===== src/include/lmr_pkg.sv =====
// Package: constants and types for the mode register and burst order block
package lmr_pkg;

  // ----------------------------------------------------------------
  // Address bus and field layout
  // ----------------------------------------------------------------
  localparam int LMR_AW = 14;          // A0..A13 carry the op-code
  localparam int MR_FLD_W = 3;         // Width of the length / latency fields
  localparam int MR_LEN_LSB = 0;       // Burst length field A0..A2
  localparam int MR_BT_BIT = 3;        // Burst type bit A3
  localparam int MR_RL_LSB = 4;        // Read latency field A4..A6
  localparam int MR_OP_LSB = 7;        // Operating mode bits A7..A13
  localparam int MR_OP_W = 7;
  localparam int EMR_PAR_LSB = 0;      // Partial array field A0..A2
  localparam int EMR_TCR_LSB = 3;      // Temperature refresh field A3..A4
  localparam int EMR_TCR_W = 2;
  localparam int EMR_DS_LSB = 5;       // Drive strength field A5..A6
  localparam int EMR_DS_W = 2;

  // ----------------------------------------------------------------
  // Field encodings
  // ----------------------------------------------------------------
  localparam logic [2:0] LEN_CODE_2 = 3'h1;
  localparam logic [2:0] LEN_CODE_16 = 3'h4;  // Codes 1..4 are log2 of length
  localparam logic [2:0] RL_CODE_2 = 3'h2;
  localparam logic [2:0] RL_CODE_3 = 3'h3;
  localparam logic [1:0] DS_FULL = 2'h0;
  localparam logic [1:0] DS_HALF = 2'h1;
  localparam logic [1:0] DS_QUARTER = 2'h2;
  localparam logic [1:0] DS_THREE_Q = 2'h3;
  localparam logic [2:0] PAR_FULL = 3'h0;
  localparam logic [2:0] PAR_HALF = 3'h1;
  localparam logic [2:0] PAR_QUARTER = 3'h2;
  localparam logic [2:0] PAR_EIGHTH = 3'h5;
  localparam logic [2:0] PAR_SIXTEENTH = 3'h6;

  // ----------------------------------------------------------------
  // Command decode: {cs_n, ras_n, cas_n, we_n} and bank select
  // ----------------------------------------------------------------
  localparam logic [3:0] CMD_LMR = 4'h0;
  localparam logic [3:0] CMD_REF = 4'h1;
  localparam logic [3:0] CMD_WRITE = 4'h4;
  localparam logic [3:0] CMD_READ = 4'h5;
  localparam logic [3:0] CMD_BST = 4'h6;
  localparam logic [1:0] BA_BASE = 2'h0;      // {ba1, ba0} = 00
  localparam logic [1:0] BA_EXT = 2'h2;       // {ba1, ba0} = 10

  // ----------------------------------------------------------------
  // Values after reset and cycle counts
  // ----------------------------------------------------------------
  localparam logic [13:0] MR_RST = 14'h0000;
  localparam logic [3:0] BANKS_ALL = 4'hF;
  localparam logic [4:0] BEATS_RST = 5'h02;
  localparam logic [1:0] RL_RST = 2'h2;
  localparam int RL2_CYC = 1;          // Edges after the command, latency 2
  localparam int RL3_CYC = 2;          // Edges after the command, latency 3

  // Power state as seen by the mode logic
  typedef enum logic [1:0] {
    PWR_ACTIVE,
    PWR_SELF_REFRESH,
    PWR_DEEP_PD
  } lmr_pwr_e;

endpackage : lmr_pkg


===== src/include/lmr_burst_if.sv =====
// Interface: burst start request and column beat stream between modules
`timescale 1ns/100ps
`default_nettype none
interface lmr_burst_if #(
  parameter int COL_W = 10
);
  logic start;                 // One-cycle burst start
  logic is_read;               // Burst direction
  logic interleave;            // Ordering mode
  logic [2:0] len_log;         // log2 of burst length
  logic [COL_W-1:0] start_col; // Column from the command
  logic beat_valid;            // Column beat valid
  logic [COL_W-1:0] beat_col;  // Column of this beat
  logic beat_last;             // Final beat of the burst
  logic beat_read;             // Direction of this beat

  modport ctl (
    output start, is_read, interleave, len_log, start_col,
    input beat_valid, beat_col, beat_last, beat_read
  );
  modport seq (
    input start, is_read, interleave, len_log, start_col,
    output beat_valid, beat_col, beat_last, beat_read
  );
endinterface : lmr_burst_if
`default_nettype wire


===== src/design/lmr_burst_seq.sv =====
// Column sequencer: walks one burst inside its aligned block
`timescale 1ns/100ps
`default_nettype none
module lmr_burst_seq
  import lmr_pkg::*;
#(
  parameter int COL_W = 10
) (
  input wire logic mclk,
  input wire logic resetn,
  lmr_burst_if.seq bus
);

  logic [3:0] mask_r;          // Offset mask of the aligned block
  logic [3:0] off0_r;          // Start offset inside the block
  logic [COL_W-1:0] base_r;    // Block base column
  logic inter_r;               // Latched ordering mode
  logic [3:0] step_r;          // Step k of the burst
  logic [3:0] left_r;          // Beats still to issue
  logic [3:0] mask_new;        // Mask for a new command
  logic [3:0] off_k;           // Offset for step k
  logic valid_r;
  logic [COL_W-1:0] col_r;
  logic last_r;
  logic read_r;

  // ----------------------------------------------------------------
  // Block selection and ordering
  // ----------------------------------------------------------------
  // Low bits start the burst, the rest choose the block
  assign mask_new = 4'((5'h01 << bus.len_log) - 5'h01);
  // Sequential adds k, interleaved xors k; both wrap in the block
  assign off_k = inter_r ? ((off0_r ^ step_r) & mask_r)
                         : ((off0_r + step_r) & mask_r);

  // Beat generator; a new command cuts a running burst short
  always_ff @(posedge mclk) begin
    if (!resetn) begin
      valid_r <= 1'b0;
      last_r <= 1'b0;
      read_r <= 1'b0;
      col_r <= '0;
      step_r <= 4'h0;
      left_r <= 4'h0;
      mask_r <= 4'h0;
      off0_r <= 4'h0;
      base_r <= '0;
      inter_r <= 1'b0;
    end else if (bus.start) begin
      valid_r <= 1'b1;
      last_r <= 1'b0;
      read_r <= bus.is_read;
      col_r <= bus.start_col;
      step_r <= 4'h1;
      left_r <= 4'(mask_new);
      mask_r <= mask_new;
      off0_r <= bus.start_col[3:0] & mask_new;
      base_r <= {bus.start_col[COL_W-1:4], bus.start_col[3:0] & ~mask_new};
      inter_r <= bus.interleave;
    end else if (left_r != 4'h0) begin
      // Same length for reads and writes
      valid_r <= 1'b1;
      last_r <= (left_r == 4'h1);
      col_r <= {base_r[COL_W-1:4], base_r[3:0] | off_k};
      step_r <= step_r + 4'h1;
      left_r <= left_r - 4'h1;
    end else begin
      valid_r <= 1'b0;
      last_r <= 1'b0;
    end
  end

  assign bus.beat_valid = valid_r;
  assign bus.beat_col = col_r;
  assign bus.beat_last = last_r;
  assign bus.beat_read = read_r;
endmodule : lmr_burst_seq
`default_nettype wire


===== src/design/lmr_mode_regs.sv =====
// Mode and extended mode registers with burst and read latency control
// Function
// - Base register held until rewrite or power-down.
// - Load command with bank bits 00 latches A0-A13.
// - Rewrite accepted in operation when banks precharged.
// - Burst length from A0-A2: 2,4,8,16.
// - Burst ordering chosen by bit A3.
// - Read latency two or three from A4-A6.
// - Burst wraps inside aligned burst-length column block.
// - Same burst length for reads and writes.
// - Sequential order increments modulo burst length.
// - Interleaved order is start offset xor step.
// - First read data one or two clocks later.
// - Extended register uses bank bits 10, held.
// - Extended fields: partial array, temperature, drive.
// - Refresh fields act only during self refresh.
// - Temperature refresh bits A3-A4 are ignored.
// - Partial array limits self refresh region.
`timescale 1ns/100ps
`default_nettype none
module lmr_mode_regs
  import lmr_pkg::*;
#(
  parameter int COL_W = 10
) (
  input wire logic mclk,
  input wire logic resetn,
  input wire logic cke,
  input wire logic cs_n,
  input wire logic ras_n,
  input wire logic cas_n,
  input wire logic we_n,
  input wire logic [1:0] ba,
  input wire logic [LMR_AW-1:0] addr,
  input wire logic all_banks_idle,
  output logic mode_valid_r,
  output logic mode_reserved_r,
  output logic [4:0] burst_beats_r,
  output logic burst_interleave_r,
  output logic [1:0] read_latency_r,
  output logic ext_valid_r,
  output logic [1:0] drive_strength_r,
  output logic self_refresh_r,
  output logic deep_pd_r,
  output logic [3:0] sr_bank_en_r,
  output logic [1:0] sr_row_msb_zero_r,
  output logic lmr_reject_r,
  output logic rd_first_valid_r,
  output logic beat_valid,
  output logic [COL_W-1:0] beat_col,
  output logic beat_last,
  output logic beat_read
);

  // ----------------------------------------------------------------
  // Command decode
  // ----------------------------------------------------------------
  logic [3:0] cmd;             // Command lines, chip select first
  logic cmd_ok;                // Commands count only with cke high
  logic lmr_hit;               // Load mode register on the bus
  logic lmr_base;              // Accepted base register load
  logic lmr_ext;               // Accepted extended register load
  logic rw_start;              // Accepted read or write
  logic rd_start;              // Accepted read
  logic [2:0] len_code;        // Length field of the op-code
  logic [2:0] rl_code;         // Latency field of the op-code
  logic len_ok;                // Length code is defined
  logic rl_ok;                 // Latency code is defined
  logic op_ok;                 // Operating mode bits are normal
  lmr_pwr_e pwr_r;             // Power state
  lmr_pwr_e pwr_nxt;
  logic [13:0] mode_reg_r;     // Base register contents
  logic [13:0] ext_reg_r;      // Extended register contents
  logic [2:0] len_log_r;       // log2 of burst length
  logic [1:0] rd_pipe_r;       // Read latency pipeline

  assign cmd = {cs_n, ras_n, cas_n, we_n};
  // Commands are ignored while the clock enable is low
  assign cmd_ok = cke && (pwr_r == PWR_ACTIVE);
  assign lmr_hit = cmd_ok && (cmd == CMD_LMR);
  // Bank bits 00 select base, 10 extended; 01 is not ours
  assign lmr_base = lmr_hit && (ba == BA_BASE) && all_banks_idle;
  assign lmr_ext = lmr_hit && (ba == BA_EXT) && all_banks_idle;
  assign len_code = addr[MR_LEN_LSB +: MR_FLD_W];
  assign rl_code = addr[MR_RL_LSB +: MR_FLD_W];
  // Length codes double per step from 2 to 16
  assign len_ok = (len_code >= LEN_CODE_2) && (len_code <= LEN_CODE_16);
  assign rl_ok = (rl_code == RL_CODE_2) || (rl_code == RL_CODE_3);
  // Anything but all zero in A7-A13 is a reserved mode
  assign op_ok = (addr[MR_OP_LSB +: MR_OP_W] == '0);
  // Bursts need a programmed, non-reserved base register
  assign rw_start = cmd_ok && mode_valid_r &&
                    ((cmd == CMD_READ) || (cmd == CMD_WRITE));
  assign rd_start = rw_start && (cmd == CMD_READ);

  // ----------------------------------------------------------------
  // Power state
  // ----------------------------------------------------------------
  // Self refresh and deep power-down are entered with cke low
  always_comb begin
    pwr_nxt = pwr_r;
    case (pwr_r)
      PWR_ACTIVE: begin
        if (!cke && !cs_n && (cmd == CMD_REF)) begin
          pwr_nxt = PWR_SELF_REFRESH;
        end else if (!cke && !cs_n && (cmd == CMD_BST)) begin
          pwr_nxt = PWR_DEEP_PD;
        end
      end
      PWR_SELF_REFRESH: begin
        if (cke) begin
          pwr_nxt = PWR_ACTIVE;
        end
      end
      PWR_DEEP_PD: begin
        // Exit leaves the registers empty; reinit is required
        if (cke) begin
          pwr_nxt = PWR_ACTIVE;
        end
      end
      default: begin
        pwr_nxt = PWR_ACTIVE;
      end
    endcase
  end

  // State register and its flags
  always_ff @(posedge mclk) begin
    if (!resetn) begin
      pwr_r <= PWR_ACTIVE;
      self_refresh_r <= 1'b0;
      deep_pd_r <= 1'b0;
    end else begin
      pwr_r <= pwr_nxt;
      self_refresh_r <= (pwr_nxt == PWR_SELF_REFRESH);
      deep_pd_r <= (pwr_nxt == PWR_DEEP_PD);
    end
  end

  // ----------------------------------------------------------------
  // Base mode register
  // ----------------------------------------------------------------
  // Reset clears valid and loads zero contents, length 2, latency 2
  always_ff @(posedge mclk) begin
    if (!resetn) begin
      mode_reg_r <= MR_RST;
      mode_valid_r <= 1'b0;
      mode_reserved_r <= 1'b0;
      len_log_r <= 3'h1;
      burst_beats_r <= BEATS_RST;
      burst_interleave_r <= 1'b0;
      read_latency_r <= RL_RST;
    end else if (pwr_nxt == PWR_DEEP_PD) begin
      // Deep power-down loses the contents
      mode_valid_r <= 1'b0;
    end else if (lmr_base) begin
      mode_reg_r <= addr;
      // Reserved codes leave the device unprogrammed
      mode_valid_r <= len_ok && rl_ok && op_ok;
      mode_reserved_r <= !(len_ok && rl_ok && op_ok);
      len_log_r <= len_code;
      burst_beats_r <= 5'(5'h01 << len_code);
      burst_interleave_r <= addr[MR_BT_BIT];
      read_latency_r <= rl_code[1:0];
    end
    // Otherwise every field holds its value
  end

  // ----------------------------------------------------------------
  // Extended mode register
  // ----------------------------------------------------------------
  // Temperature bits are masked; an on-die sensor sets the rate
  always_ff @(posedge mclk) begin
    if (!resetn) begin
      ext_reg_r <= MR_RST;
      ext_valid_r <= 1'b0;
      drive_strength_r <= DS_FULL;
    end else if (pwr_nxt == PWR_DEEP_PD) begin
      ext_valid_r <= 1'b0;
    end else if (lmr_ext) begin
      ext_reg_r <= addr & ~14'(14'h0003 << EMR_TCR_LSB);
      ext_valid_r <= 1'b1;
      drive_strength_r <= addr[EMR_DS_LSB +: EMR_DS_W];
    end
  end

  // ----------------------------------------------------------------
  // Self refresh region
  // ----------------------------------------------------------------
  // Outside self refresh the whole array is reported refreshed
  always_ff @(posedge mclk) begin
    if (!resetn) begin
      sr_bank_en_r <= BANKS_ALL;
      sr_row_msb_zero_r <= 2'h0;
    end else if ((pwr_nxt != PWR_SELF_REFRESH) || !ext_valid_r) begin
      sr_bank_en_r <= BANKS_ALL;
      sr_row_msb_zero_r <= 2'h0;
    end else begin
      // Region per partial array code; unknown codes keep all
      case (ext_reg_r[EMR_PAR_LSB +: MR_FLD_W])
        PAR_HALF: begin
          sr_bank_en_r <= 4'h3;
          sr_row_msb_zero_r <= 2'h0;
        end
        PAR_QUARTER: begin
          sr_bank_en_r <= 4'h1;
          sr_row_msb_zero_r <= 2'h0;
        end
        PAR_EIGHTH: begin
          sr_bank_en_r <= 4'h1;
          sr_row_msb_zero_r <= 2'h1;
        end
        PAR_SIXTEENTH: begin
          sr_bank_en_r <= 4'h1;
          sr_row_msb_zero_r <= 2'h2;
        end
        default: begin
          sr_bank_en_r <= BANKS_ALL;
          sr_row_msb_zero_r <= 2'h0;
        end
      endcase
    end
  end

  // ----------------------------------------------------------------
  // Refused loads and read latency
  // ----------------------------------------------------------------
  // A load with banks open is dropped; the flag helps debug
  always_ff @(posedge mclk) begin
    if (!resetn) begin
      lmr_reject_r <= 1'b0;
    end else begin
      lmr_reject_r <= lmr_hit && !all_banks_idle &&
                      ((ba == BA_BASE) || (ba == BA_EXT));
    end
  end

  // First data marker one or two edges after the read edge
  always_ff @(posedge mclk) begin
    if (!resetn) begin
      rd_pipe_r <= 2'h0;
      rd_first_valid_r <= 1'b0;
    end else begin
      rd_pipe_r <= {rd_pipe_r[0], rd_start};
      if (read_latency_r == RL_CODE_3[1:0]) begin
        rd_first_valid_r <= rd_pipe_r[RL3_CYC-1];
      end else begin
        rd_first_valid_r <= rd_pipe_r[RL2_CYC-1];
      end
    end
  end

  // ----------------------------------------------------------------
  // Burst sequencer
  // ----------------------------------------------------------------
  lmr_burst_if #(.COL_W(COL_W)) burst_bus ();

  assign burst_bus.start = rw_start;
  assign burst_bus.is_read = (cmd == CMD_READ);
  assign burst_bus.interleave = burst_interleave_r;
  assign burst_bus.len_log = len_log_r;
  assign burst_bus.start_col = addr[COL_W-1:0];

  lmr_burst_seq #(.COL_W(COL_W)) u_seq (
    .mclk(mclk),
    .resetn(resetn),
    .bus(burst_bus.seq)
  );

  // Beat outputs come from the sequencer flip-flops
  assign beat_valid = burst_bus.beat_valid;
  assign beat_col = burst_bus.beat_col;
  assign beat_last = burst_bus.beat_last;
  assign beat_read = burst_bus.beat_read;
endmodule : lmr_mode_regs
`default_nettype wire


===== config.mk =====
export PLATFORM = sky130hd
export DESIGN_NAME = lmr_mode_regs
export DESIGN_NICKNAME = d
export VERILOG_FILES = /design/src/include/lmr_pkg.sv /design/src/include/lmr_burst_if.sv /design/src/design/lmr_burst_seq.sv /design/src/design/lmr_mode_regs.sv
export SDC_FILE = /design/constraint.sdc
export NUM_CORES = 1
export LEC_CHECK = 0
export BUFFER_PORTS_ARGS = -buffer_cell sky130_fd_sc_hd__buf_2
export CORE_MARGIN = 1.5
export CORE_UTILIZATION = 50
export CTS_BUF_LIST = sky130_fd_sc_hd__clkbuf_16
export DETAILED_ROUTE_END_ITERATION = 10
export PLACE_DENSITY = 0.72
export SYNTH_ARGS = -nofsm -noshare
export SYNTH_HDL_FRONTEND = slang
export SYNTH_HIERARCHICAL = 1
export SYNTH_SLANG_ARGS = --single-unit

===== constraint.sdc =====
create_clock -name mclk -period 1.9 [get_ports mclk]
set_clock_uncertainty 0.15 [all_clocks]
set_input_delay 0.475 -clock mclk [delete_from_list [all_inputs] [get_ports mclk]]
set_output_delay 0.475 -clock mclk [all_outputs]
set_load 0.01 [all_outputs]

==> metrics.cfg, run 1 <==
[pwr]
cellInternalPower_w=0.003239
design_power_total_w=0.004548
seq_power_share=0.389
clkPwrFrac=0.354
powerDensity_nw_per_um2=1054
p_leak_nw=1.816
switchingPower_w=0.001308
max-vdd-ir-drop_v=0.0007157
netSwitchingFraction=0.2877
power.share.combinational=0.257

[layout]
nNetsFinal=471
antenna_cells=0
reg_area_um2=1429
syn2layout_area_growth_pct=33.76
drive_gt1_frac=0.3417
num-fill-cells=498
multi_input_comb_area_um2=1824

[min_path]
hold_path_startpoint=all_banks_idle
hold-path-endpoint=lmr_reject_r
worst_hold_path_type=in -> reg
min_path_cells=2

[synth]
synthTopCellsByCount=sky130_fd_sc_hd__dfxtp_1 (71), sky130_fd_sc_hd__nand2_1 (47), sky130_fd_sc_hd__mux2i_1 (24), sky130_fd_sc_hd__nor2_1 (19), sky130_fd_sc_hd__nor2b_1 (17)
post_synthesis_async_set_or_reset_flop_share=0
number_of_standard_cells_after_synthesis=340
syn_area_um2=3224
ys.warnings.count=6
post_synth_num_cell_types=62
synth_top_area_cell=sky130_fd_sc_hd__dfxtp_1
syn-num-nets=376
postSynthRegisterBits=71
syn_area_per_cell_um2=9.483
yosysMostFrequentCell=sky130_fd_sc_hd__dfxtp_1
synth.top_cell.area_share=0.4408
synth-edff-count=0
synth-seq-area-share=0.4408
synth_area_leaders=sky130_fd_sc_hd__dfxtp_1 (44%), sky130_fd_sc_hd__mux2i_1 (7.5%), sky130_fd_sc_hd__nand2_1 (5.5%)
dominantRegCellSynth=sky130_fd_sc_hd__dfxtp_1

[floorplanning]
rows=29
io_pins=60
fp.dieW_um=83.31
starting_density=0.5137
die_height_um=83.31
full_die_area_um2=6940
coreArea_um2=6277

[route]
dr.pass1.iters=4
wirelength_um=7648
vias=2764
detail_route.wl_per_cell_um=14.82
drc=0
postRouteAntennaNets=0
dr.first_iter.drc_count=142
vias_per_cell=5.357

[worst_setup_path]
crit_required_ps=1960
worst_reg_to_reg_setup_slack_ps=-40
r2r.worst_path.cells=8
worst_setup_path_start_kind=flip-flop
arrival_ps=2010
critical_path_class=reg -> reg
timing.critical_path.fanout_max=11
cp-end-kind=flip-flop
crit-reg2reg-capture=burst_beats_r[3]
r2r-start=pwr_r[1]

[sta]
maxClockFrequency_mhz=514.2
postLayoutSetupSlackWorst_ps=-44.72
fin_crit_sh=1.024
final.min_clock_period_ps=1945
finalSetupViolations=12
fin_setup_tns_ps=-472.7
rsz0062_at_grt=yes
slew_violations=0
final_hold_viol_count=0

[global_route]
grt_pass1_wl_um=12510
largest_net_degree_at_the_start_of_global_routing=25
number_of_global_route_vias_before_repair=2737
globalRoute.totalOverflow=0
grt_usage=0.2232
grt_antenna_before_repair=0

[clock_tree]
tritoncts_sink_count=71
cts_buffers=9
clock_tree.buffer_depth=2
worst_setup_hold_path_clk_slew_ps=60
cts_root_buffer=sky130_fd_sc_hd__clkbuf_16
cts_max_level=3
clk_latency_ps=320
cts_tree=built

[placement]
placement.setup.worst_slack_ps=-207.6
dp_hpwl_um=5382
place_congestion=0.8217
port-buffer-count=58

[job]
maxCapViolations=0

[run_status]
outcome=complete, but fails checks
failed_checks=setup timing

-- power groups by stage --
| stage | logic [W] | clock network (W) | registers [W] |
|---|---|---|---|
| finish | 0.00117 | 0.00161 | 0.00177 |
| global route | 0.00128 | 0.00170 | 0.00179 |
| CTS | 0.00112 | 0.00164 | 0.00177 |
| detailed placement | 0.00109 | 0 | 0.00180 |
| global placement | 0.00106 | 0 | 0.00179 |
| floorplan | 0.000624 | 0 | 0.00185 |
-- final cells by class --
class,instances,area share
clock inverter,6,0.01480
clock buffer,9,0.05222
inverter,12,0.01102
timing repair buffer,99,0.1453
tap,77,0.02234
multi-input combinational,242,0.4230
sequential,71,0.3313
-- critical path, cell delays in order (launching register included) --
cell                        delay, ps
sky130_fd_sc_hd__dfxtp_4          340
sky130_fd_sc_hd__inv_2             40
sky130_fd_sc_hd__ha_4             280
sky130_fd_sc_hd__nor2b_4          160
sky130_fd_sc_hd__a22oi_2          120
sky130_fd_sc_hd__o2bb2ai_4        160
sky130_fd_sc_hd__o31a_4           300
sky130_fd_sc_hd__buf_12           160
sky130_fd_sc_hd__mux2i_1          120
-- kinds of logic after synthesis --
logic type / share of synthesized area
xor+xnor: 0.02445
buf+inv: 0.03958
fa+ha+maj: 0.04889
flops: 0.4408
mux: 0.08149
simple gates: 0.2394
compound gates: 0.1242
other cells: 0.001163
-- worst max-delay path by stage --
stage / cells after the start / slack (ps) / end / start
6_report: 8 / -40 / burst_beats_r[3] / pwr_r[1]
2_1_floorplan: 8 / -20 / mode_reserved_r / pwr_r[1]
3_5_place_dp: 8 / -210 / u_seq/bus.beat_col[3] / cs_n
4_1_cts: 8 / -70 / mode_reserved_r / pwr_r[1]
3_3_place_gp: 8 / -200 / u_seq/bus.beat_col[3] / cs_n
5_1_grt: 8 / -100 / mode_reserved_r / pwr_r[1]
-- state kept, by name, indices dropped and copies added, names as in the netlist, 2 cells and up --
register and count:
u_seq/base_r 10, u_seq/bus.beat_col 10, burst_beats_r 5, u_seq/left_r 4
u_seq/mask_r 4, u_seq/off0_r 4, u_seq/step_r 4, burst_bus.len_log 3
ext_reg_r 3, drive_strength_r 2, pwr_r 2, rd_pipe_r 2
read_latency_r 2, sr_bank_en_r 2, sr_row_msb_zero_r 2
-- per-stage QoR --
| step | cell area [µm²] | util | instances | hold WS (ps) |
|---|---|---|---|---|
| after floorplan | 3261 | - | 340 | 273.2 |
| after global placement | 3854 | 0.6139 | 497 | 264.8 |
| after detailed placement | 3854 | 0.6139 | 497 | 266.4 |
| after CTS | 4204 | 0.6697 | 513 | 202.1 |
| after global routing | 4313 | 0.6871 | 516 | 208.1 |
| final | 4313 | 0.6871 | 516 | 216.6 |
-- timing repair --
| action | CTS | global route |
|---|---|---|
| hold buffers | 0 | 0 |
| resized for setup | 12 | 20 |
| setup buffers | 1 | 3 |
| endpoints found under the setup margin | 20 | 37 |
| pin swaps | 6 | 15 |
-- placed cells by master, fill, tap and decap left out, types with 7 or more instances in the layout --
| cell type | count |
|---|---|
| sky130_fd_sc_hd__clkbuf_16 | 9 |
| sky130_fd_sc_hd__nand3_1 | 11 |
| sky130_fd_sc_hd__a21boi_0 | 7 |
| sky130_fd_sc_hd__dfxtp_1 | 67 |
| sky130_fd_sc_hd__nor2b_1 | 15 |
| sky130_fd_sc_hd__buf_2 | 58 |
| sky130_fd_sc_hd__buf_4 | 38 |
| sky130_fd_sc_hd__nor2_1 | 15 |
| sky130_fd_sc_hd__nand2_1 | 47 |
| sky130_fd_sc_hd__inv_1 | 10 |
| sky130_fd_sc_hd__and2_1 | 8 |
| sky130_fd_sc_hd__mux2i_1 | 24 |
| sky130_fd_sc_hd__ha_1 | 9 |
-- per-layer routing --
layer,GRT usage,share of wire
met5,0,0
met2,0.3799,0.48
met1,0.2761,0.46
met3,0.03777,0.041
met4,0.1015,0.017
(Power assumes the default switching activity.)
==> run 2: changes to the inputs <==
--- a/config.mk
+++ b/config.mk
@@ -6,11 +6,14 @@
 export NUM_CORES = 1
 export LEC_CHECK = 0
 export BUFFER_PORTS_ARGS = -buffer_cell sky130_fd_sc_hd__buf_2
+export CELL_PAD_IN_SITES_DETAIL_PLACEMENT = 1
+export CELL_PAD_IN_SITES_GLOBAL_PLACEMENT = 1
 export CORE_MARGIN = 1.5
-export CORE_UTILIZATION = 50
+export CORE_UTILIZATION = 38
 export CTS_BUF_LIST = sky130_fd_sc_hd__clkbuf_16
 export DETAILED_ROUTE_END_ITERATION = 10
 export PLACE_DENSITY = 0.72
+export SKIP_LAST_GASP = 1
 export SYNTH_ARGS = -nofsm -noshare
 export SYNTH_HDL_FRONTEND = slang
 export SYNTH_HIERARCHICAL = 1
==> metrics.cfg, run 2 (synthesis results as in run 1) <==
[worst_setup_path]
r2r-start=pwr_r[1]
worst_setup_path_start_kind=flip-flop
timing.critical_path.fanout_max=2  ; -9
timing.critical_path.from=pwr_r[1]
arrival_ps=2110  ; +100 ps
cp-end-kind=flip-flop
crit_required_ps=1970  ; about the same
critical_path_class=reg -> reg

[sta]
holdWs_ps=236.5  ; +19.93 ps
final.min_clock_period_ps=2040  ; +95.24 ps
maxClockFrequency_mhz=490.2  ; -4.7%
fin_crit_sh=1.074  ; +0.05013
rsz0062_at_grt=yes
finalSetupViolations=18  ; +6
postLayoutSetupSlackWorst_ps=-140.0  ; -95.24 ps
final_hold_viol_count=0  ; unchanged
slew_violations=0  ; unchanged

[global_route]
grt_antenna_before_repair=0  ; unchanged
grt_usage=0.2078  ; -0.01535
largest_net_degree_at_the_start_of_global_routing=37  ; +48%
grt_pass1_wl_um=14390  ; +15%
number_of_global_route_vias_before_repair=2939  ; +7.4%
globalRoute.totalOverflow=0  ; unchanged

[layout]
nNetsFinal=471  ; unchanged
syn2layout_area_growth_pct=37.25
antenna_cells=0  ; unchanged
most_common_library_cell_in_the_layout_ignoring_fill_and_taps=sky130_fd_sc_hd__dfxtp_1
reg_area_um2=1429  ; unchanged
num-fill-cells=966  ; +94%
layout_common_cells=sky130_fd_sc_hd__dfxtp_1 (67), sky130_fd_sc_hd__buf_2 (58), sky130_fd_sc_hd__nand2_1 (47)
multi_input_comb_area_um2=1866  ; +2.3%
drive_gt1_frac=0.3599  ; +0.01822
finish.utilization=0.5386  ; -0.1485

[clock_tree]
clock_tree.buffer_depth=2  ; unchanged
post_cts_hold_buffer_count=0  ; unchanged
cts_max_level=3  ; unchanged
cts_buffers=9  ; unchanged
tritoncts_sink_count=71  ; unchanged
worst_setup_hold_path_clk_slew_ps=60  ; about the same
clk_latency_ps=330  ; about the same
cts_root_buffer=sky130_fd_sc_hd__clkbuf_16
cts_tree=built

[min_path]
worst_hold_path_type=in -> reg
hold_path_startpoint=all_banks_idle

[run_status]
failed_checks=setup timing
outcome=complete, but fails checks

[pwr]
powerDensity_nw_per_um2=1028  ; -2.5%
max-vdd-ir-drop_v=0.0005758  ; -20%
clkPwrFrac=0.354  ; about the same
seq_power_share=0.388  ; about the same
netSwitchingFraction=0.2989  ; +0.01115
switchingPower_w=0.001359  ; +3.9%
design_power_total_w=0.004549  ; about the same
p_leak_nw=1.833  ; +0.93%
cellInternalPower_w=0.003189  ; -1.5%
power.share.combinational=0.258  ; about the same

[route]
drc=0  ; unchanged
dr.first_iter.drc_count=63  ; -56%
vias_per_cell=5.156  ; -3.7%
vias=2805  ; +1.5%
dr.pass1.iters=4  ; unchanged
wirelength_um=9192  ; +20%
postRouteAntennaNets=0  ; unchanged
detail_route.wl_per_cell_um=16.90  ; +14%

[placement]
place_congestion=0.8856  ; +7.8%
port-buffer-count=58  ; unchanged
dp_hpwl_um=6337  ; +18%

[floorplanning]
full_die_area_um2=9047  ; +30%
die_height_um=95.12  ; +14%
rows=33  ; +14%
fp.dieW_um=95.12  ; +14%
coreArea_um2=8217  ; +31%
starting_density=0.3924  ; -0.1212
io_pins=60  ; unchanged

[job]
maxCapViolations=0  ; unchanged

[run 2: cell count changes in the layout (fill, tap and decap cells not counted), sizes merged]
cell    change
clkbuf      +1
bufinv      -1
[run 2: area by class of cell]
type,instances,share of cell area
sequential,71,0.3229
inverter,12,0.01074
multi-input combinational,242,0.4215
clock buffer,10,0.05655
clock inverter,5,0.007068
tap,105,0.02969
timing repair buffer,99,0.1515
[run 2: power by group through the flow]
stage	registers (W)	logic (W)	clock network (W)
6_report	0.00177	0.00117	0.00161
5_1_grt	0.00179	0.00129	0.00169
4_1_cts	0.00177	0.00115	0.00163
3_5_place_dp	0.00179	0.00110	0
3_3_place_gp	0.00179	0.00108	0
2_1_floorplan	0.00185	0.000624	0
[run 2: timing repair]
item	CTS	global route
cloned	1	0
setup buffers	3	3
setup endpoints to repair	25	38
pin swaps	13	13
gates resized for setup	21	22
[run 2: per-layer routing]
| metal | part of all wire | global-route usage | up-vias | wire length, µm |
|---|---|---|---|---|
| met3 | 0.025 | 0.03110 | 11 | 227 |
| met1 | 0.45 | 0.2509 | 1375 | 4118 |
| met2 | 0.51 | 0.3652 | 40 | 4712 |
| met5 | 0 | 0 | - | 0 |
| met4 | 0.014 | 0.08582 | 0 | 133 |
| li1 | - | - | 1379 | - |
[run 2: final timing paths]
path                          end  slack, ps  cells after the start
hold / removal       lmr_reject_r        240                      2
setup reg to reg  sr_bank_en_r[2]       -140                      9
hold reg to reg   sr_bank_en_r[1]        280                      1
setup / recovery  sr_bank_en_r[2]       -140                      9
[run 2: stage by stage]
| step | cell area (µm²) | setup WS, ps | setup TNS, ps | std cells |
|---|---|---|---|---|
| floorplan | 3261 | -15.07 | -118.0 | 340 |
| global placement | 3899 | -194.5 | -4654 | 523 |
| detailed placement | 3899 | -280.5 | -6807 | 523 |
| CTS | 4309 | -101.1 | -1262 | 542 |
| global route | 4425 | -222.2 | -2723 | 544 |
| finish | 4425 | -140.0 | -1303 | 544 |
[run 2: worst max-delay path, cell delays in order (launching register included)]
cell,delay [ps]
sky130_fd_sc_hd__dfxtp_4,350
sky130_fd_sc_hd__inv_2,40
sky130_fd_sc_hd__ha_4,240
sky130_fd_sc_hd__nor2b_4,140
sky130_fd_sc_hd__a22oi_2,240
sky130_fd_sc_hd__o2bb2ai_2,170
sky130_fd_sc_hd__buf_4,160
sky130_fd_sc_hd__buf_6,80
sky130_fd_sc_hd__nand4_1,120
sky130_fd_sc_hd__or2_4,250
==> run 3: changes to the inputs <==
--- a/config.mk
+++ b/config.mk
@@ -7,12 +7,12 @@
 export LEC_CHECK = 0
 export BUFFER_PORTS_ARGS = -buffer_cell sky130_fd_sc_hd__buf_2
 export CELL_PAD_IN_SITES_DETAIL_PLACEMENT = 1
-export CELL_PAD_IN_SITES_GLOBAL_PLACEMENT = 1
+export CELL_PAD_IN_SITES_GLOBAL_PLACEMENT = 2
 export CORE_MARGIN = 1.5
-export CORE_UTILIZATION = 38
+export CORE_UTILIZATION = 30
 export CTS_BUF_LIST = sky130_fd_sc_hd__clkbuf_16
 export DETAILED_ROUTE_END_ITERATION = 10
-export PLACE_DENSITY = 0.72
+export PLACE_DENSITY_LB_ADDON = 0.12
 export SKIP_LAST_GASP = 1
 export SYNTH_ARGS = -nofsm -noshare
 export SYNTH_HDL_FRONTEND = slang
==> metrics.cfg, run 3 (synthesis results as in run 1) <==
[run_status]
outcome=complete, but fails checks
failed_checks=setup timing

[floorplanning]
rows=37  ; +12%
fp.dieW_um=106.7  ; +12%
full_die_area_um2=11380  ; +26%
coreArea_um2=10370  ; +26%
io_pins=60  ; unchanged
die_height_um=106.7  ; +12%
starting_density=0.3109  ; -0.08149

[placement]
port-buffer-count=58  ; unchanged
placedCellCount=561  ; +7.3%
placement.setup.worst_slack_ps=-248.7  ; +31.86 ps
place_congestion=0.7426  ; -16%
placed_area_um2=3978  ; +2.0%
dp_hpwl_um=6583  ; +3.9%

[route]
vias=2726  ; -2.8%
vias_per_cell=4.724  ; -8.4%
postRouteAntennaNets=0  ; unchanged
drc=0  ; unchanged
wirelength_um=8784  ; -4.4%
detail_route.wl_per_cell_um=15.22  ; -9.9%
dr.first_iter.drc_count=45  ; -29%
dr.pass1.iters=4  ; unchanged

[layout]
syn2layout_area_growth_pct=36.36
most_common_library_cell_in_the_layout_ignoring_fill_and_taps=sky130_fd_sc_hd__dfxtp_1
post_layout_nonfiller_instances=577  ; +6.1%
antenna_cells=0  ; unchanged
postLayoutCellArea_um2=4397  ; -0.65%
drive_gt1_frac=0.3515  ; -0.008435
layout_common_cells=sky130_fd_sc_hd__dfxtp_1 (66), sky130_fd_sc_hd__buf_2 (58), sky130_fd_sc_hd__nand2_1 (47)
nNetsFinal=472  ; +0.21%

[clock_tree]
number_of_buffers_inserted_by_post_cts_setup_repair=0  ; -3
clock_tree.buffer_depth=2  ; unchanged
cts_tree=built
worst_setup_hold_path_clk_slew_ps=60  ; about the same
cts_buffers=9  ; unchanged
cts_root_buffer=sky130_fd_sc_hd__clkbuf_16
post_cts_hold_buffer_count=0  ; unchanged
clk_latency_ps=330  ; about the same
tritoncts_sink_count=71  ; unchanged
cts_max_level=3  ; unchanged

[global_route]
number_of_global_route_vias_before_repair=2763  ; -6.0%
grt_antenna_before_repair=0  ; unchanged
grt_pass1_wl_um=14100  ; -2.1%
globalRoute.totalOverflow=0  ; unchanged
largest_net_degree_at_the_start_of_global_routing=45  ; +22%
grt_usage=0.1603  ; -0.04748

[worst_setup_path]
crit-reg2reg-capture=burst_beats_r[4]
crit_required_ps=1970  ; about the same
worst_reg_to_reg_setup_slack_ps=-50  ; +90 ps
worst_setup_path_start_kind=flip-flop
r2r.worst_path.cells=8  ; -1
arrival_ps=2020  ; -90 ps
cp-end-kind=flip-flop
r2r-start=pwr_r[1]
timing.critical_path.fanout_max=10  ; +8
critical_path_class=reg -> reg

[sta]
fin_crit_sh=1.028  ; -0.04538
slew_violations=0  ; unchanged
finalSetupViolations=12  ; -6
final_hold_viol_count=0  ; unchanged
rsz0062_at_grt=yes
final.min_clock_period_ps=1954  ; -86.23 ps
maxClockFrequency_mhz=511.8  ; +4.4%
postLayoutSetupSlackWorst_ps=-53.73  ; +86.23 ps

[pwr]
seq_power_share=0.381  ; -0.007
design_power_total_w=0.004621  ; +1.6%
power.share.combinational=0.245  ; -0.013
p_leak_nw=1.814  ; -1.1%
clkPwrFrac=0.374  ; +0.020
cellInternalPower_w=0.003237  ; +1.5%
netSwitchingFraction=0.2996  ; +0.0007409
powerDensity_nw_per_um2=1051  ; +2.3%
switchingPower_w=0.001385  ; +1.9%
max-vdd-ir-drop_v=0.0005101  ; -11%

[min_path]
hold_path_startpoint=all_banks_idle
worst_hold_path_type=in -> reg
hold-path-endpoint=lmr_reject_r
min_path_cells=2  ; unchanged

[job]
maxCapViolations=0  ; unchanged

==> run 3: power groups by stage <==
stage          combinational, W  sequential, W  clock, W
6_report                0.00113        0.00176   0.00173
5_1_grt                 0.00128        0.00178   0.00183
4_1_cts                 0.00115        0.00176   0.00177
3_5_place_dp            0.00111        0.00179         0
3_3_place_gp            0.00110        0.00179         0
2_1_floorplan          0.000624        0.00185         0
==> run 3: stage by stage <==
| step | setup TNS, ps | util | hold slack, ps |
|---|---|---|---|
| final | -528.8 | 0.4240 | 209.5 |
| after global routing | -1932 | 0.4240 | 199.1 |
| after CTS | -1094 | 0.4157 | 195.3 |
| after detailed placement | -6772 | 0.3836 | 269.6 |
| after global placement | -4934 | 0.3836 | 265.6 |
| after floorplan | -118.0 | - | 273.2 |
==> run 3: worst max-delay path by stage <==
stage,startpoint,endpoint,slack [ps],cells past startpoint
floorplan,pwr_r[1],mode_reserved_r,-20,8
global placement,cs_n,u_seq/bus.beat_col[3],-180,9
detailed placement,cs_n,u_seq/bus.beat_col[3],-250,8
CTS,pwr_r[1],sr_bank_en_r[2],-90,8
global route,pwr_r[1],read_latency_r[0],-130,8
finish,pwr_r[1],burst_beats_r[4],-50,8
==> run 3: cell type report <==
type	count	area, µm²
inverters	12	45.04
fillers	1244	5973
repair buffers	100	634.4
flip-flops and latches	71	1430
well taps	136	170.2
clock buffers	9	225.2
clock inverters	7	81.33
multi-input cells	242	1810
==> run 3: routing by layer <==
layer / wire length (µm) / GRT usage / vias to the layer above
met5: 0 / 0 / -
met4: 77 / 0.03810 / 0
met3: 259 / 0.04559 / 5
met2: 4355 / 0.2779 / 32
met1: 4092 / 0.1956 / 1308
li1: - / - / 1381
==> run 3: critical path, cell delays in order, from the launching register on <==
cell	delay, ps
sky130_fd_sc_hd__dfxtp_4	350
sky130_fd_sc_hd__inv_2	40
sky130_fd_sc_hd__ha_4	260
sky130_fd_sc_hd__nor2b_4	170
sky130_fd_sc_hd__a22oi_2	120
sky130_fd_sc_hd__o2bb2ai_4	150
sky130_fd_sc_hd__o31a_4	320
sky130_fd_sc_hd__buf_12	160
sky130_fd_sc_hd__mux2i_1	110
==> run 3: timing repair <==
action,CTS,global route
resized for setup,6,20
endpoints found under the setup margin,23,30
pin swaps,3,8
